$ cat src/design/ppm_params.svh
// Offsets, field positions, reset values and timing counts of the port power manager
`ifndef PPM_PARAMS_SVH
`define PPM_PARAMS_SVH

`define PPM_CLK_HZ            20000000
`define PPM_ADDR_CTRL         12'h000
`define PPM_ADDR_PRIO         12'h004
`define PPM_ADDR_REMAP        12'h008
`define PPM_ADDR_STATUS       12'h00C
`define PPM_ADDR_AUTOCLASS    12'h010
`define PPM_ADDR_CLASS        12'h014
`define PPM_ADDR_CURRENT      12'h018
`define PPM_ADDR_VSUPPLY      12'h01C
`define PPM_ADDR_DETEN        12'h020
`define PPM_ADDR_CFGLOAD      12'h024
`define PPM_CTRL_MULTIBIT     0
`define PPM_CTRL_AC_REQ_PHY   1
`define PPM_CTRL_AC_REQ_LLDP  2
`define PPM_CTRL_ON_LSB       4
`define PPM_REMAP_RESET       8'hE4
`define PPM_TEMP_SHUT_C       150
`define PPM_TEMP_RESUME_C     125
`define PPM_AUTOCLASS_START_MS 1500
`define PPM_AUTOCLASS_END_MS   1800
`define PPM_AUTOCLASS_WIN_MS   230
`define PPM_AVG_WIN_MS         1000
`define PPM_AVG_UPD_MS         100
`define PPM_SHED_LATENCY_NS    6500
`define PPM_CYC_PER_MS         (`PPM_CLK_HZ / 1000)
`define PPM_SHED_LATENCY_CYC   ((`PPM_SHED_LATENCY_NS * (`PPM_CLK_HZ / 1000000)) / 1000)
`define PPM_CLASS_EARLY_CYC    20
`define PPM_CLASS_SETTLE_CYC   40
`define PPM_CLASS_LATE_CYC     20
`define PPM_SHED_BIT_CYC       8

`endif

$ cat src/design/ppm_pkg.sv
// Types of the port power manager
package ppm_pkg;
	typedef enum logic [2:0] {PPM_CL_IDLE, PPM_CL_EARLY, PPM_CL_SETTLE, PPM_CL_LATE} ppm_class_st_t;
	typedef enum logic [1:0] {PPM_AC_IDLE, PPM_AC_WAIT, PPM_AC_MEAS} ppm_ac_st_t;
	typedef enum logic [1:0] {PPM_SH_IDLE, PPM_SH_START, PPM_SH_BITS} ppm_shed_st_t;
	typedef logic [1:0] ppm_remap_t [4];
endpackage : ppm_pkg

$ cat src/design/ppm_port_power_manager.sv
// Port power manager: classification, autoclass, averaging, thermal and supply shedding, remap
// Behaviour
// - Early in first class event, measure class current as normal class result.
// - Keep first class event running without sampling during settling.
// - Sample late; class 0 means autoclass request; then end the event.
// - Physical-layer autoclass starts measuring 1.5 s after inrush completes.
// - Link-layer autoclass request starts measuring at once.
// - Over 1.8 s sample current and voltage; keep max 0.23 s window power.
// - Autoclass result placed in a single readable register for the measured port.
// - Reported current is zero whenever the channel is off.
// - Moving one-second current average, refreshed every 100 ms.
// - Supply voltage sampled aligned with the port 1 current samples.
// - Thermal shutdown above 150 C, restart blocked until below 125 C.
// - Priority mode field selects single-bit or three-bit shedding.
// - Single-bit mode: shed-pin rise turns off low-priority ports within 6.5 us.
// - Each shed event sets shed flag and disconnect flag.
// - Three-bit mode: turn off ports with priority at or below received code.
// - Shed ports keep their detection enables set.
// - Remap entry is two bits, 00b port 1 through 11b port 4.
// - Reset remap is identity.
// - Any one-to-one mapping allowed; logical 1-2 and 3-4 pair for four-pair.
// - At boot load stored defaults; power profile pins may be overridden.
`timescale 1ns/100ps
`include "ppm_params.svh"
module ppm_port_power_manager
	import ppm_pkg::*;
(
	// Clock and reset
	input  wire logic        clk,
	input  wire logic        sys_rst,
	// APB slave
	input  wire logic        psel,
	input  wire logic        penable,
	input  wire logic        pwrite,
	input  wire logic [11:0] paddr,
	input  wire logic [31:0] pwdata,
	output logic      [31:0] prdata,
	output logic             pready,
	output logic             pslverr,
	// Pins and analog front end
	input  wire logic        supply_shed_pin,
	input  wire logic [1:0]  power_profile_pins,
	input  wire logic        boot_cfg_valid,
	input  wire logic [31:0] boot_cfg_word,
	input  wire logic [3:0]  sample_strobe,
	input  wire logic [15:0] port_current [4],
	input  wire logic [15:0] negative_supply_voltage,
	input  wire logic [7:0]  die_temp_c,
	input  wire logic [3:0]  inrush_done,
	input  wire logic        class_start,
	input  wire logic [2:0]  class_sig,
	// Port outputs
	output logic      [3:0]  port_power_en,
	output logic      [3:0]  port_power_phys,
	output logic      [1:0]  power_profile,
	output logic             class_active
);
	import ppm_pkg::*;

	typedef struct packed {
		logic [2:0]  shed_sync;
		logic [3:0]  on;
		logic        multibit;
		logic [3:0]  lowprio;
		logic [11:0] prio3;
		logic [7:0]  remap;
		logic [3:0]  det_en;
		logic        shed_flag;
		logic        disc_flag;
		logic        overtemp;
		logic [1:0]  profile;
		logic        booted;
		ppm_class_st_t cl_st;
		logic [7:0]  cl_cnt;
		logic [2:0]  class_res;
		logic        ac_requested;
		ppm_ac_st_t  ac_st;
		logic [1:0]  ac_port;
		logic [35:0] ac_cnt;
		logic [31:0] ac_win_acc;
		logic [31:0] ac_max;
		logic [31:0] ac_result;
		logic [31:0] ac_win_cnt;
		logic [31:0] avg_cnt;
		logic [43:0] avg_acc;
		logic [15:0] avg_out;
		logic [15:0] vsup;
		ppm_shed_st_t sh_st;
		logic [7:0]  sh_cnt;
		logic [1:0]  sh_bit;
		logic [2:0]  sh_code;
		logic [15:0] sh_lat;
	} ppm_state_t;

	ppm_state_t s_q, s_d;

	localparam logic [35:0] AC_WAIT_CYC = 36'(`PPM_AUTOCLASS_START_MS * `PPM_CYC_PER_MS);
	localparam logic [35:0] AC_MEAS_CYC = 36'(`PPM_AUTOCLASS_END_MS * `PPM_CYC_PER_MS);
	localparam logic [31:0] AC_WIN_CYC  = 32'(`PPM_AUTOCLASS_WIN_MS * `PPM_CYC_PER_MS);
	localparam logic [31:0] AVG_UPD_CYC = 32'(`PPM_AVG_UPD_MS * `PPM_CYC_PER_MS);
	localparam logic [3:0]  AVG_SLOTS   = 4'(`PPM_AVG_WIN_MS / `PPM_AVG_UPD_MS);

	// Checks a 4-entry remap for a physical port used twice
	function automatic logic remap_ok(input logic [7:0] m);
		logic ok;
		ok = 1'b1;
		for (int i = 0; i < 4; i++) begin
			for (int j = i + 1; j < 4; j++) begin
				if (m[2*i +: 2] == m[2*j +: 2]) begin
					ok = 1'b0;
				end
			end
		end
		return ok;
	endfunction : remap_ok

	wire logic shed_lvl  = s_q.shed_sync[1];
	wire logic shed_rise = s_q.shed_sync[1] & ~s_q.shed_sync[2];
	wire logic apb_wr    = psel & penable & pwrite;
	wire logic [15:0] slot_sum = port_current[0];

	// Ten 100 ms slots form the one-second moving average
	logic [15:0] slot_q [10];
	logic [3:0]  slot_ptr_q;
	logic        slot_tick;
	assign slot_tick = (s_q.avg_cnt == AVG_UPD_CYC - 32'h1);

	always_ff @(posedge clk or posedge sys_rst) begin
		if (sys_rst) begin
			slot_ptr_q <= 4'h0;
			for (int k = 0; k < 10; k++) begin
				slot_q[k] <= 16'h0000;
			end
		end else if (slot_tick) begin
			slot_q[slot_ptr_q] <= s_q.avg_acc[15:0];
			slot_ptr_q <= (slot_ptr_q == AVG_SLOTS - 4'h1) ? 4'h0 : slot_ptr_q + 4'h1;
		end
	end

	logic [19:0] slot_total;
	always_comb begin
		slot_total = 20'h00000;
		for (int k = 0; k < 10; k++) begin
			slot_total = slot_total + 20'(slot_q[k]);
		end
	end

	always_comb begin
		logic [15:0] pwr;
		logic [2:0]  lvl;
		pwr = 16'h0000;
		lvl = 3'h0;
		s_d = s_q;
		s_d.shed_sync = {s_q.shed_sync[1:0], supply_shed_pin};

		// Boot load of stored defaults; profile pins are the fallback only
		if (!s_q.booted) begin
			s_d.booted = 1'b1;
			s_d.profile = power_profile_pins;
			if (boot_cfg_valid) begin
				s_d.profile  = boot_cfg_word[1:0];
				s_d.multibit = boot_cfg_word[2];
				if (remap_ok(boot_cfg_word[15:8])) begin
					s_d.remap = boot_cfg_word[15:8];
				end
			end
		end

		// Register writes
		if (apb_wr) begin
			unique case (paddr)
				`PPM_ADDR_CTRL: begin
					s_d.multibit = pwdata[`PPM_CTRL_MULTIBIT];
					s_d.ac_requested = pwdata[`PPM_CTRL_AC_REQ_PHY];
					if (pwdata[`PPM_CTRL_AC_REQ_LLDP]) begin
						s_d.ac_st = PPM_AC_MEAS;
						s_d.ac_cnt = 36'h0;
						s_d.ac_win_cnt = 32'h0;
						s_d.ac_win_acc = 32'h0;
						s_d.ac_max = 32'h0;
						s_d.ac_port = pwdata[9:8];
					end
					s_d.on = pwdata[`PPM_CTRL_ON_LSB +: 4] & {4{~s_q.overtemp}};
				end
				`PPM_ADDR_PRIO: begin
					s_d.lowprio = pwdata[3:0];
					s_d.prio3 = pwdata[19:8];
				end
				`PPM_ADDR_REMAP: begin
					if (remap_ok(pwdata[7:0])) begin
						s_d.remap = pwdata[7:0];
					end
				end
				`PPM_ADDR_DETEN: s_d.det_en = pwdata[3:0];
				`PPM_ADDR_STATUS: begin
					if (pwdata[0]) s_d.shed_flag = 1'b0;
					if (pwdata[1]) s_d.disc_flag = 1'b0;
				end
				default: ;
			endcase
		end

		// Thermal protection with hysteresis
		if (die_temp_c > 8'(`PPM_TEMP_SHUT_C)) begin
			s_d.overtemp = 1'b1;
			s_d.on = 4'h0;
		end else if (die_temp_c < 8'(`PPM_TEMP_RESUME_C)) begin
			s_d.overtemp = 1'b0;
		end

		// Classification: early sample, silent settle, late autoclass sample
		unique case (s_q.cl_st)
			PPM_CL_IDLE: if (class_start) begin
				s_d.cl_st = PPM_CL_EARLY;
				s_d.cl_cnt = 8'h00;
			end
			PPM_CL_EARLY: begin
				s_d.cl_cnt = s_q.cl_cnt + 8'h01;
				if (s_q.cl_cnt == 8'(`PPM_CLASS_EARLY_CYC - 1)) begin
					s_d.class_res = class_sig;
					s_d.cl_st = PPM_CL_SETTLE;
					s_d.cl_cnt = 8'h00;
				end
			end
			PPM_CL_SETTLE: begin
				s_d.cl_cnt = s_q.cl_cnt + 8'h01;
				if (s_q.cl_cnt == 8'(`PPM_CLASS_SETTLE_CYC - 1)) begin
					s_d.cl_st = PPM_CL_LATE;
					s_d.cl_cnt = 8'h00;
				end
			end
			PPM_CL_LATE: begin
				s_d.cl_cnt = s_q.cl_cnt + 8'h01;
				if (s_q.cl_cnt == 8'(`PPM_CLASS_LATE_CYC - 1)) begin
					s_d.ac_requested = (class_sig == 3'h0);
					s_d.cl_st = PPM_CL_IDLE;
				end
			end
			default: s_d.cl_st = PPM_CL_IDLE;
		endcase

		// Autoclass power measurement
		pwr = 16'((32'(port_current[s_q.ac_port]) * 32'(negative_supply_voltage)) >> 16);
		unique case (s_q.ac_st)
			PPM_AC_IDLE: if (s_q.ac_requested && inrush_done[s_q.ac_port]) begin
				s_d.ac_st = PPM_AC_WAIT;
				s_d.ac_cnt = 36'h0;
			end
			PPM_AC_WAIT: begin
				s_d.ac_cnt = s_q.ac_cnt + 36'h1;
				if (s_q.ac_cnt == AC_WAIT_CYC - 36'h1) begin
					s_d.ac_st = PPM_AC_MEAS;
					s_d.ac_cnt = 36'h0;
					s_d.ac_win_cnt = 32'h0;
					s_d.ac_win_acc = 32'h0;
					s_d.ac_max = 32'h0;
				end
			end
			PPM_AC_MEAS: begin
				s_d.ac_requested = 1'b0;
				s_d.ac_cnt = s_q.ac_cnt + 36'h1;
				s_d.ac_win_acc = s_q.ac_win_acc + 32'(pwr);
				s_d.ac_win_cnt = s_q.ac_win_cnt + 32'h1;
				if (s_q.ac_win_cnt == AC_WIN_CYC - 32'h1) begin
					if (s_q.ac_win_acc > s_q.ac_max) s_d.ac_max = s_q.ac_win_acc;
					s_d.ac_win_cnt = 32'h0;
					s_d.ac_win_acc = 32'h0;
				end
				if (s_q.ac_cnt == AC_MEAS_CYC - 36'h1) begin
					s_d.ac_result = s_q.ac_max;
					s_d.ac_st = PPM_AC_IDLE;
				end
			end
			default: s_d.ac_st = PPM_AC_IDLE;
		endcase

		// Current averaging and supply voltage sampled on the same strobe
		s_d.avg_cnt = slot_tick ? 32'h0 : s_q.avg_cnt + 32'h1;
		if (slot_tick) begin
			s_d.avg_acc = 44'h0;
			s_d.avg_out = 16'(slot_total / 20'(AVG_SLOTS));
		end else if (sample_strobe[0]) begin
			s_d.avg_acc = s_q.avg_acc + 44'(slot_sum >> 4);
		end
		if (sample_strobe[0]) begin
			s_d.vsup = negative_supply_voltage;
		end

		// Shed pin: edge in single-bit mode, start plus three bits in three-bit mode
		if (!s_q.multibit) begin
			s_d.sh_st = PPM_SH_IDLE;
			if (shed_rise) begin
				s_d.on = s_q.on & ~s_q.lowprio;
				s_d.shed_flag = 1'b1;
				s_d.disc_flag = 1'b1;
			end
		end else begin
			unique case (s_q.sh_st)
				PPM_SH_IDLE: if (shed_rise) begin
					s_d.sh_st = PPM_SH_START;
					s_d.sh_cnt = 8'h00;
				end
				PPM_SH_START: begin
					s_d.sh_cnt = s_q.sh_cnt + 8'h01;
					if (s_q.sh_cnt == 8'(`PPM_SHED_BIT_CYC + `PPM_SHED_BIT_CYC / 2 - 1)) begin
						s_d.sh_st = PPM_SH_BITS;
						s_d.sh_cnt = 8'h00;
						s_d.sh_bit = 2'h0;
						s_d.sh_code = {s_q.sh_code[1:0], shed_lvl};
					end
				end
				PPM_SH_BITS: begin
					s_d.sh_cnt = s_q.sh_cnt + 8'h01;
					if (s_q.sh_cnt == 8'(`PPM_SHED_BIT_CYC - 1)) begin
						s_d.sh_cnt = 8'h00;
						s_d.sh_code = {s_q.sh_code[1:0], shed_lvl};
						s_d.sh_bit = s_q.sh_bit + 2'h1;
						if (s_q.sh_bit == 2'h1) begin
							for (int p = 0; p < 4; p++) begin
								lvl = s_q.prio3[3*p +: 3];
								if (lvl <= {s_q.sh_code[1:0], shed_lvl}) s_d.on[p] = 1'b0;
							end
							s_d.shed_flag = 1'b1;
							s_d.disc_flag = 1'b1;
							s_d.sh_st = PPM_SH_IDLE;
						end
					end
				end
				default: s_d.sh_st = PPM_SH_IDLE;
			endcase
		end
		// Shedding clears only the enables, so det_en stays set and the port redetects
	end

	always_ff @(posedge clk or posedge sys_rst) begin
		if (sys_rst) begin
			s_q <= '0;
			s_q.remap <= `PPM_REMAP_RESET;
			s_q.det_en <= 4'hF;
			s_q.cl_st <= PPM_CL_IDLE;
			s_q.ac_st <= PPM_AC_IDLE;
			s_q.sh_st <= PPM_SH_IDLE;
		end else begin
			s_q <= s_d;
		end
	end

	// Physical enables through the remap table
	always_comb begin
		port_power_phys = 4'h0;
		for (int l = 0; l < 4; l++) begin
			if (s_q.on[l]) port_power_phys[s_q.remap[2*l +: 2]] = 1'b1;
		end
	end

	assign port_power_en = s_q.on;
	assign power_profile = s_q.profile;
	assign class_active  = (s_q.cl_st != PPM_CL_IDLE);
	assign pready        = 1'b1;

	always_comb begin
		prdata  = 32'h0;
		pslverr = 1'b0;
		// Unmapped addresses are refused on writes as well as reads
		if (psel && penable) begin
			unique case (paddr)
				`PPM_ADDR_CTRL:      prdata = {24'h0, s_q.on, 1'b0, 1'b0, s_q.ac_requested, s_q.multibit};
				`PPM_ADDR_PRIO:      prdata = {12'h0, s_q.prio3, 4'h0, s_q.lowprio};
				`PPM_ADDR_REMAP:     prdata = {24'h0, s_q.remap};
				`PPM_ADDR_STATUS:    prdata = {28'h0, s_q.overtemp, 1'b0, s_q.disc_flag, s_q.shed_flag};
				`PPM_ADDR_AUTOCLASS: prdata = s_q.ac_result;
				`PPM_ADDR_CLASS:     prdata = {29'h0, s_q.class_res};
				`PPM_ADDR_CURRENT:   prdata = s_q.on[0] ? {16'h0, s_q.avg_out} : 32'h0;
				`PPM_ADDR_VSUPPLY:   prdata = {16'h0, s_q.vsup};
				`PPM_ADDR_DETEN:     prdata = {28'h0, s_q.det_en};
				`PPM_ADDR_CFGLOAD:   prdata = {29'h0, s_q.booted, s_q.profile};
				default:             pslverr = 1'b1;
			endcase
		end
	end
endmodule : ppm_port_power_manager

$ cat config.mk
export PLATFORM = sky130hd
export DESIGN_NAME = ppm_port_power_manager
export DESIGN_NICKNAME = d
export VERILOG_FILES = /design/src/design/ppm_pkg.sv /design/src/design/ppm_port_power_manager.sv
export VERILOG_INCLUDE_DIRS = /design/src /design/src/design
export SDC_FILE = /design/constraint.sdc
export NUM_CORES = 2
export LEC_CHECK = 0
export CORE_MARGIN = 5
export CORE_UTILIZATION = 40
export DETAILED_ROUTE_END_ITERATION = 7
export DONT_BUFFER_PORTS = 1
export GPL_TIMING_DRIVEN = 1
export PLACE_DENSITY = 0.62
export SLEW_MARGIN = 0
export SYNTH_ARGS = -nofsm -noshare
export SYNTH_HDL_FRONTEND = slang
export SYNTH_SLANG_ARGS = --single-unit
$ cat constraint.sdc
create_clock -name clk -period 16.88 [get_ports clk]
set_clock_uncertainty 0.15 [all_clocks]
set_input_delay 0 -clock clk [delete_from_list [all_inputs] [get_ports clk]]
set_output_delay 0 -clock clk [all_outputs]
set_load 0.03 [all_outputs]
==> qor.yml <==
status: "finished, final reports clean"
fmax_mhz: 83.36
h-tree-depth: 2
io_buffers: 0
initial_core_util: 0.4033
max-cap-violations: 0
grt_usage: 0.1953
critPathKind: "reg -> reg"
fp.dieW_um: 319.5
drt_iter0_markers: 2387
setup_tns_ns: 0
grt_pass1_vias: 29040
drc: 0
dieHeight_um: 319.5
core_area_um2: 95010
ant_nets: 0
yosysTopAreaCellShare: 0.3096
synthTopCellsByArea: "dfrtp_1 31%, fa_1 17%, ha_1 7.2%, mux2_2 6.1%, nand2_1 4.4%"
cts_max_path_buffers: 3
fin_nets: 4708
yosys.area.top_type: "dfrtp_1"
min_period_over_period: 0.7106
hpwl_mm: 73.47
drt_first_pass_iters: 7
clock_latency_ns: 0.64
ir_drop_v: 0.0003615
cts_tree: "done"
drt-total-wl_mm: 101.8
std_cell_rows: 113
holdWs_ns: 0.03253
multiInputGateArea_um2: 23960
synth_area_um2: 38320
drive_gt1_frac: 0.1035
syn_to_final_growth_pct: 12.23
crit_required_ns: 17.29
critPathSlowestCell: "dfrtp_1"
critPathArrivalTime_ns: 12.41
n_fill_cell: 9006
synthTopCellsByCount: "474 x dfrtp_1, 452 x nand2_1, 411 x inv_1"
io_pins: 230
via_count: 29230
grt_overflow: 0
worst_slew_pin_slew_ns: 1.282
synth_cell_type_count: 106
min_period_ns: 12.00
cts_repair_resize_count: 0
cp_max_fo: 18
synth.avg_cell_area_um2: 9.703
synth.most_common_cell: "dfrtp_1"
clock-sinks: 482
syn-instance-count: 3949
yosys_most_used_dff: "dfrtp_1"
ys_seq_area_frac: 0.3150
wl_per_cell_um: 19.17
crit_path_max_incr_delay_ns: 0.96
grt_first_pass_wirelength_mm: 163.1
vias_per_cell: 5.503
die-area_um2: 102100
slew_headroom: 0.1414
synth-async-reset-ratio: 1.000
cts_inserted_buffers: 56
critPathLaunchType: "flop"
rsz0062_at_grt: "no"
seq_area_um2: 12070
hold_path_class: "in -> reg"
ys_ff_latch: 482
gp_congestion: 0.8638
power_density_nw_per_um2: 136.8
cpMostUsedCell: "o21ai_0"
yosysWarnings: 0
finalMaxSlewViolations: 0
end_kind: "flop"
hold_violations: 0
grt_max_degree: 157
synth_edf_count: 0
setup_viol: 0
leakage_nw: 20.30
antenna_found_initial: 20
clkTransAtPathRegs_ns: 0.06
root_buffer: "clkbuf_16"
power by group:
group	leakage [nW]	internal (mW)	total (mW)	switching [mW]
Sequential	6.47	1.28	1.42	0.147
Clock	1.06	0.866	1.39	0.520
Combinational	12.8	1.44	3.07	1.63
per-layer routing:
layer	track usage	share of wire	up-vias
met5	0	0.00039	-
met1	0.2793	0.45	14760
met2	0.3006	0.45	838
met3	0.04673	0.073	160
met4	0.05098	0.027	6
li1	-	-	13470
flip-flops by register name, summed over array words and instances, names as in the netlist:
name           cells
port_power_en      4
power_profile      2
s_d                2
s_q              310
slot_ptr_q         4
slot_q           160
area by class of cell:
cell class / count / area share
Multi-Input combinational cell: 2864 / 0.5572
Sequential cell: 482 / 0.2807
Clock buffer: 79 / 0.03928
Timing Repair Buffer: 168 / 0.03841
Tap cell: 1265 / 0.03681
Inverter: 411 / 0.03605
Clock inverter: 26 / 0.01053
Antenna cell: 17 / 0.0009893
logic make-up (layout without fill, tap and decap cells):
family | Yosys count | in the layout | synth area share
xor gates and xnor gates | 138 | 138 | 0.03269
AOI/OAI and AO/OA | 748 | 748 | 0.1254
and+or+nand+nor | 1174 | 1174 | 0.1459
DFF | 482 | 482 | 0.3150
other | 1 | 19 | 0.00009787
muxes | 259 | 259 | 0.07997
adders and majority gates | 543 | 543 | 0.2398
buffers and inverters | 604 | 684 | 0.06106
cells in the final DEF, fill, tap and decap left out, types with 20 or more instances in the layout:
| cell | n |
|---|---|
| dfrtp_1 | 474 |
| a21oi_1 | 127 |
| nand3_1 | 85 |
| and3_1 | 77 |
| nor3_1 | 38 |
| buf_4 | 27 |
| o31ai_1 | 20 |
| nor4_1 | 25 |
| nand2_1 | 451 |
| nand4_1 | 29 |
| a31oi_1 | 31 |
| nor2b_1 | 40 |
| mux2_2 | 207 |
| nor2_1 | 225 |
| xor2_1 | 49 |
| a21o_1 | 34 |
| o21ai_0 | 287 |
| inv_1 | 410 |
| dlygate4sd3_1 | 138 |
| fa_1 | 320 |
| clkbuf_16 | 57 |
| ha_1 | 220 |
| mux2i_1 | 35 |
| and2_1 | 111 |
| a22o_1 | 35 |
| a22oi_1 | 25 |
| xnor2_1 | 84 |
final timing paths:
| path | from | end | slack (ns) | depth (start not counted) |
|---|---|---|---|---|
| worst max-delay path | s_q[304]$_DFFE_PP0P_ | s_q[265]$_DFF_PP0_ | 4.88 | 48 |
| worst min-delay path | pwdata[9] | s_q[341]$_DFFE_PP0P_ | 0.03 | 2 |
| worst max register to register | s_q[304]$_DFFE_PP0P_ | s_q[265]$_DFF_PP0_ | 4.88 | 48 |
| worst min register to register | s_d[362]$_DFF_PP0_ | s_d[363]$_DFF_PP0_ | 0.20 | 0 |
| max in group asynchronous | sys_rst | s_q[114]$_DFF_PP0_ | 13.75 | 6 |
| min in group asynchronous | sys_rst | s_q[317]$_DFFE_PP0P_ | 0.45 | 4 |
what timing repair did:
| action | in CTS | in global routing |
|---|---|---|
| hold endpoints to repair | 206 | 0 |
| buffers inserted | 0 | 0 |
| hold buffers | 140 | 0 |
worst max-delay path, delay by kind of cell (launching register included):
family	cells	cell delay [ns]
compound gates	27	4.82
fa+ha+maj	8	3.27
buf+inv	2	0.09
flops	1	0.96
mux	1	0.63
simple gates	10	2.00
stage by stage:
step	util	setup slack, ns	std cells	area (um^2)	total power [mW]
after CTS	0.4522	5.012	5295	42960	5.949
after detailed placement	0.4146	5.026	5050	39390	4.453
final	0.4526	4.885	5312	43000	5.884
after global placement	0.4146	5.163	5050	39390	4.380
after floorplan	-	3.294	3950	38320	3.860
after global routing	0.4524	4.101	5303	42980	6.456
No activity file was read; power rests on OpenSTA's default activity.
